$ cat src/rtl/adc_ctrl_pkg.sv
// Package: register map, field positions, reset values and types for ADC conversion control
package adc_ctrl_pkg;

    // Register offsets (byte addresses on the plain register port)
    localparam logic [7:0] mode_chan_off = 8'h00;
    localparam logic [7:0] busy_off = 8'h04;
    localparam logic [7:0] irq_status_off = 8'h08;
    localparam logic [7:0] irq_mask_off = 8'h0c;

    // Control register field positions
    localparam int done_bit = 7;
    localparam int capture_bit = 6;
    localparam int cont_bit = 5;
    localparam int single_bit = 4;
    localparam int chan_lsb = 0;
    localparam int chan_w = 4;

    // Reset values
    localparam logic [7:0] mode_chan_rst = 8'h00;
    localparam logic [1:0] irq_mask_rst = 2'h0;

    // Channel code that ends a block capture
    localparam logic [3:0] chan_stop = 4'hf;

    // Interrupt status bits
    localparam int ev_done = 0;
    localparam int ev_capture_end = 1;

    // Conversion control states
    typedef enum logic [2:0] {
        st_idle,
        st_convert,
        st_fetch,
        st_wait_id,
        st_store
    } conv_state_t;

    // Request to the analog converter
    typedef struct packed {
        logic start;
        logic [3:0] channel;
    } conv_req_t;

    // Request to the capture memory side
    typedef struct packed {
        logic rd;
        logic wr;
        logic [11:0] data;
    } mem_req_t;

endpackage

$ cat src/rtl/adc_conversion_control.sv
// ADC conversion control: mode/channel register, conversion sequencing and block capture
//
// Chosen here: the address-and-strobe port and the placing of the registers.
module adc_conversion_control (
    // Clock and reset
    input wire logic clk,
    input wire logic rst,
    // Register port
    input wire logic [7:0] addr,
    input wire logic [7:0] wdata,
    input wire logic wr,
    input wire logic rd,
    output logic [7:0] rdata,
    // Core interrupt vectoring
    input wire logic vector_ack,
    output logic irq,
    // Analog converter
    output adc_ctrl_pkg::conv_req_t conv_req,
    input wire logic conv_done,
    input wire logic [11:0] conv_result,
    // Capture memory port
    output adc_ctrl_pkg::mem_req_t mem_req,
    input wire logic mem_ack,
    input wire logic [3:0] mem_chan_id,
    // External bus strobe
    input wire logic ale_core,
    output logic ale_out
);

    adc_ctrl_pkg::conv_state_t state_reg, state_next;
    logic [7:0] ctrl_reg, ctrl_next;
    logic [1:0] status_reg, status_next;
    logic [1:0] mask_reg;
    logic busy_reg;
    logic capture_run_reg;
    logic single_run_reg;
    logic [3:0] cap_chan_reg;
    logic [11:0] result_reg;
    logic [7:0] rdata_next;
    adc_ctrl_pkg::conv_req_t conv_req_next;
    adc_ctrl_pkg::mem_req_t mem_req_next;
    logic ale_next;

    // Register port decode
    wire wr_ctrl = wr && (addr == adc_ctrl_pkg::mode_chan_off);
    wire wr_status = wr && (addr == adc_ctrl_pkg::irq_status_off);
    wire wr_mask = wr && (addr == adc_ctrl_pkg::irq_mask_off);
    wire [3:0] sw_chan = ctrl_reg[adc_ctrl_pkg::chan_lsb +: adc_ctrl_pkg::chan_w];
    wire cap_en = ctrl_reg[adc_ctrl_pkg::capture_bit];
    wire cont_en = ctrl_reg[adc_ctrl_pkg::cont_bit];
    wire single_set = wr_ctrl && wdata[adc_ctrl_pkg::single_bit];
    wire cap_set = wr_ctrl && wdata[adc_ctrl_pkg::capture_bit] && !cap_en;
    wire idle = (state_reg == adc_ctrl_pkg::st_idle);
    wire conv_end = (state_reg == adc_ctrl_pkg::st_convert) && conv_done;
    wire stop_seen = (state_reg == adc_ctrl_pkg::st_wait_id) && mem_ack
        && (mem_chan_id == adc_ctrl_pkg::chan_stop);
    wire single_end = conv_end && single_run_reg && !capture_run_reg;
    wire done_evt = single_end || stop_seen;
    // Continuous mode re-arms from the live channel field each time
    wire sw_start = idle && !cap_en && (single_set || cont_en);

    // Read data mux; flag reads show hardware state
    always_comb begin
        rdata_next = 8'h00;
        case (addr)
            adc_ctrl_pkg::mode_chan_off: rdata_next = ctrl_reg;
            adc_ctrl_pkg::busy_off: rdata_next = {busy_reg, 7'h00};
            adc_ctrl_pkg::irq_status_off: rdata_next = {6'h00, status_reg};
            adc_ctrl_pkg::irq_mask_off: rdata_next = {6'h00, mask_reg};
            default: rdata_next = 8'h00;
        endcase
    end

    // Control register: hardware sets win over software clears
    always_comb begin
        ctrl_next = ctrl_reg;
        if (wr_ctrl) begin
            ctrl_next = wdata;
        end
        if (vector_ack) begin
            ctrl_next[adc_ctrl_pkg::done_bit] = 1'b0;
        end
        if (single_end) begin
            ctrl_next[adc_ctrl_pkg::single_bit] = 1'b0;
        end
        if (stop_seen) begin
            ctrl_next[adc_ctrl_pkg::capture_bit] = 1'b0;
        end
        if (done_evt) begin
            ctrl_next[adc_ctrl_pkg::done_bit] = 1'b1;
        end
    end

    // Sticky interrupt status, write one to clear, set wins
    always_comb begin
        status_next = status_reg;
        if (wr_status) begin
            status_next = status_reg & ~wdata[1:0];
        end
        if (done_evt) begin
            status_next[adc_ctrl_pkg::ev_done] = 1'b1;
        end
        if (stop_seen) begin
            status_next[adc_ctrl_pkg::ev_capture_end] = 1'b1;
        end
    end

    // Sequencer: single, continuous and block capture
    always_comb begin
        state_next = state_reg;
        conv_req_next = '0;
        mem_req_next = '0;
        case (state_reg)
            adc_ctrl_pkg::st_idle: begin
                if (cap_set) begin
                    state_next = adc_ctrl_pkg::st_fetch;
                end else if (sw_start) begin
                    conv_req_next.start = 1'b1;
                    conv_req_next.channel = single_set
                        ? wdata[adc_ctrl_pkg::chan_lsb +: adc_ctrl_pkg::chan_w]
                        : sw_chan;
                    state_next = adc_ctrl_pkg::st_convert;
                end
            end
            adc_ctrl_pkg::st_convert: begin
                if (conv_done) begin
                    state_next = capture_run_reg ? adc_ctrl_pkg::st_store
                        : adc_ctrl_pkg::st_idle;
                end
            end
            adc_ctrl_pkg::st_fetch: begin
                mem_req_next.rd = 1'b1;
                state_next = adc_ctrl_pkg::st_wait_id;
            end
            adc_ctrl_pkg::st_wait_id: begin
                if (mem_ack) begin
                    if (mem_chan_id == adc_ctrl_pkg::chan_stop) begin
                        state_next = adc_ctrl_pkg::st_idle;
                    end else begin
                        conv_req_next.start = 1'b1;
                        conv_req_next.channel = mem_chan_id;
                        state_next = adc_ctrl_pkg::st_convert;
                    end
                end
            end
            adc_ctrl_pkg::st_store: begin
                mem_req_next.wr = 1'b1;
                mem_req_next.data = result_reg;
                state_next = adc_ctrl_pkg::st_fetch;
            end
            default: state_next = adc_ctrl_pkg::st_idle;
        endcase
    end

    // Strobe held off from enable until capture actually starts
    assign ale_next = (cap_en && !capture_run_reg && !cap_set) ? 1'b0
        : (cap_set ? 1'b0 : ale_core);

    // State and register flops
    always_ff @(posedge clk or posedge rst) begin
        if (rst) begin
            state_reg <= adc_ctrl_pkg::st_idle;
            ctrl_reg <= adc_ctrl_pkg::mode_chan_rst;
            status_reg <= 2'h0;
            mask_reg <= adc_ctrl_pkg::irq_mask_rst;
            rdata <= 8'h00;
            conv_req <= '0;
            mem_req <= '0;
            ale_out <= 1'b0;
            irq <= 1'b0;
        end else begin
            state_reg <= state_next;
            ctrl_reg <= ctrl_next;
            status_reg <= status_next;
            if (wr_mask) begin
                mask_reg <= wdata[1:0];
            end
            rdata <= rd ? rdata_next : 8'h00;
            conv_req <= conv_req_next;
            mem_req <= mem_req_next;
            ale_out <= ale_next;
            irq <= |(status_next & mask_reg);
        end
    end

    // Busy and mode tracking; busy spans start pulse to converter done
    always_ff @(posedge clk or posedge rst) begin
        if (rst) begin
            busy_reg <= 1'b0;
            capture_run_reg <= 1'b0;
            single_run_reg <= 1'b0;
            cap_chan_reg <= 4'h0;
            result_reg <= 12'h000;
        end else begin
            if (conv_req_next.start) begin
                busy_reg <= 1'b1;
                cap_chan_reg <= conv_req_next.channel;
            end else if (conv_end) begin
                busy_reg <= 1'b0;
            end
            if (cap_set) begin
                capture_run_reg <= 1'b1;
            end else if (stop_seen) begin
                capture_run_reg <= 1'b0;
            end
            if (sw_start) begin
                single_run_reg <= single_set;
            end
            if (conv_end) begin
                result_reg <= conv_result;
            end
        end
    end

endmodule

$ cat config.mk
export PLATFORM = sky130hd
export DESIGN_NAME = adc_conversion_control
export DESIGN_NICKNAME = d
export VERILOG_FILES = /design/src/rtl/adc_ctrl_pkg.sv /design/src/rtl/adc_conversion_control.sv
export SDC_FILE = /design/constraint.sdc
export NUM_CORES = 1
export LEC_CHECK = 0
export ABC_AREA = 0
export BUFFER_PORTS_ARGS = -buffer_cell sky130_fd_sc_hd__buf_2
export CORE_ASPECT_RATIO = 1.75
export CORE_UTILIZATION = 45
export CTS_CLUSTER_DIAMETER = 30
export CTS_CLUSTER_SIZE = 12
export DETAILED_ROUTE_END_ITERATION = 8
export PLACE_DENSITY = 0.74
export RECOVER_POWER = 50
export SYNTH_ARGS = -nofsm -noshare
export SYNTH_HDL_FRONTEND = slang
export SYNTH_SLANG_ARGS = --single-unit
export TNS_END_PERCENT = 50
$ cat constraint.sdc
create_clock -name clk -period 5.25 [get_ports clk]
set_clock_uncertainty 0.2 [all_clocks]
set_input_delay 0.2625 -clock clk [delete_from_list [all_inputs] [get_ports clk]]
set_output_delay 0.2625 -clock clk [all_outputs]
set_load 0.03 [all_outputs]
==> metrics.txt <==
status=finished with violations; failing checks=DRC, capacitance limit; Pleak=roughly 0.0016 µW; Critical Path Slowest Stage Cell=nor4_1; Slew @ Worst Pin=about 1.5 ns; clock share of power=between 30% and 40%; Post-DRT Antenna Nets=0; Pint=~1100 µW; sequential share of the synthesized area=roughly 61%; CP bufs+invs=1; Cell Pwr Density=~450 nW/µm²; Min-Delay Path Class=in2reg; die height=99.0 µm; CTS tree=yes; TritonCTS Buffers=9; die width=57.4 µm; max-slew violation count=0; final setup vio count=0; Netlist cell types=40; Max Root-Sink Buffers=2; share of power burned in combinational logic=19.7%; Sw Ratio=a little over a quarter; H-tree Lvls=3; clock sinks=about 60; gr usage total=roughly a fifth; GR Overflow Total=0; Antenna Cells=0; wire length per cell=between 15 and 20 µm; 1st-iter DRT viols=34; Synth Area in XOR/XNOR=0.362%; Final Hold Vio Count=0; RSZ-0062 raised after global routing=no; Final nets=between 300 and 400; mux cell area share after synthesis=about 12%; die area=5680 µm²; startpoint types=primary input; area leader, netlist=dfrtp_1; Site Rows=35; met1 wire length=between 2 and 2.5 mm; FF+latch count, synth=59; Syn-to-layout area delta=34.7%; Post-CTS Resized=0; Post-Synthesis Cells=between 150 and 200; cells along the critical path=buf_2, nor4_1, nand4_1, mux2i_1, o21ai_0; post-route insts no fill=348; complex-gate fraction of the synthesized area=6.83%; ys async rst share=100%; Post-Layout Inst Area=3260 µm²; Pre-antenna DRT Iters=6; Net Switching=389 µW; post-CTS setup buffers=0; clk_lat worst skew=0.33 ns; largest net degree at the start of global routing=60; max reg flops=14; mapped cell area=2420 µm²; gp weighted congestion=approximately 0.84; Worst EP required=roughly 5.3 ns; hold buffer count at CTS=23; Root Driver=clkbuf_8; dpl cells=309; count leader, synth=dfrtp_1; top cells by area, synth=dfrtp_1, mux2_2, and2_1; vias in the first global route=approximately 2000; slew margin rel.=between 2 and 2.5%; clk slew on worst S/H paths=about 0.06 ns; ys flop type=dfrtp_1; Reg power frac=between 40% and 50%; setup total negative slack=0 ns; final wirelength=approximately 5.3 mm; Mapped Avg Cell Area=roughly 13 µm²; Vias/cell=5.22; Synth Area in Adders=0%; ratio of cells with drive above 1 in the final layout=between 20 and 30%; Hold WS=0.0269 ns; Placeable Area=between 5000 and 6000 µm²; Final WS setup=about 2.7 ns; CP Capture Type=register; Fmax=399 MHz; Worst IR Drop VDD=between 0.3 and 0.4 mV; Setup WS pre-CTS=between 3 and 4 ns; Max Used Layer=met4; DRC=3; max_cap viols=1; Period Utilization, post-route=47.7%; Critical Path AT=roughly 2.5 ns; YS warnings=0; starting density of the core=46.4%; Commonest cells post-synth=dfrtp_1, and2_1, mux2_2; I/O Buffers=a little under 70; vias after detailed routing=approximately 1800; Post-Syn Nets=between 200 and 250; main combinational cell family by area after synthesis=simple AND/OR/NAND/NOR gates; global-route wire length before repair=approximately 8.6 mm; Max stage delay on crit path=approximately 1.2 ns; initial antenna violation count=0; Top Ports=69; CP delay by family, top=simple AND/OR/NAND/NOR gates; WL met2=roughly 2.9 mm; number of flops mapped to enable cells by yosys=0; simple-gate portion of the synthesized area=17.4%; Filler Cell Count=between 400 and 500; DR WL met3=258 µm; final worst path period need=roughly 2.5 ns; area fraction of the dominant cell type after synthesis=61.0%; crit-path max FO=9; Area after DPL=between 2000 and 3000 µm²; DP Wirelength=~3.7 mm; critical path class=in2reg
-- power by group through the flow --
stage	clock (µW)	sequential, µW	combinational [µW]
detailed placement	0	624	286
global placement	0	618	279
global route	587	630	318
CTS	569	616	300
floorplan	0	631	194
finish	562	619	290
-- tightest hold or removal path, delay by kind of cell --
family | cells | cell delay, ns
AND/OR/NAND/NOR | 2 | 0.16
buffers and inverters | 1 | 0.10
-- per-layer routing --
layer  vias up  track usage [%]
met4         0             12.9
met3        15             4.99
li1        866                -
met5         -                0
met1       877             20.5
met2        57             36.0
-- path summary, 6_finish.rpt --
check,startpoint,to,slack (ns),cells past startpoint
max,addr[1],conv_req[3]$_DFF_PP0_,2.75,5
min,rd,rdata[1]$_DFF_PP0_,0.03,3
max reg2reg,state_reg[1]$_DFFE_PP0P_,irq$_DFF_PP0_,3.24,4
min reg2reg,result_reg[10]$_DFFE_PP0P_,mem_req[10]$_DFF_PP0_,0.28,1
max in group asynchronous,rst,state_reg[1]$_DFFE_PP0P_,3.90,4
min in group asynchronous,rst,mem_req[12]$_DFF_PP0_,0.48,4
-- area by class of cell --
| cell class | count | area [µm²] | share of cell area, % |
|---|---|---|---|
| inverter | 5 | 18.8 | 0.576 |
| timing repair buffer | 92 | 542 | 16.6 |
| clock inverter | 4 | 120 | 3.69 |
| multi-input combinational | 121 | 877 | 26.9 |
| clock buffer | 12 | 155 | 4.76 |
| tap | 55 | 68.8 | 2.11 |
| sequential | 59 | 1480 | 45.3 |
-- cells by family after synthesis --
kind of cell | Yosys count
XOR/XNOR | 1
buffers and inverters | 11
AND/OR/NAND/NOR | 69
AO/OA/AOI/OAI | 24
multiplexers | 27
flip-flops | 59
-- layout by cell type (no fill, tap or decap), types with 2 or more instances in the layout --
master,n
nor4_1,2
nor2_1,8
nand4b_1,2
nand3_1,2
and4bb_2,2
and2_1,22
and3_1,2
buf_2,39
a22oi_1,2
dfrtp_1,59
nand2b_1,2
clkbuf_1,30
nor3b_1,3
mux2_2,21
o21ai_0,8
nand2_1,13
bufinv_16,4
dlygate4sd3_1,23
a21oi_1,3
inv_1,5
clkbuf_8,11
mux2i_1,6
nor3_1,3
nand4_1,3
-- metrics by stage --
| stage | total power, µW | util, % |
|---|---|---|
| floorplan | 825 | - |
| global placement | 897 | 53.8 |
| detailed placement | 909 | 53.8 |
| CTS | 1490 | 63.5 |
| global route | 1540 | 62.5 |
| finish | 1470 | 62.5 |
Power figures use the tool's default switching activity.
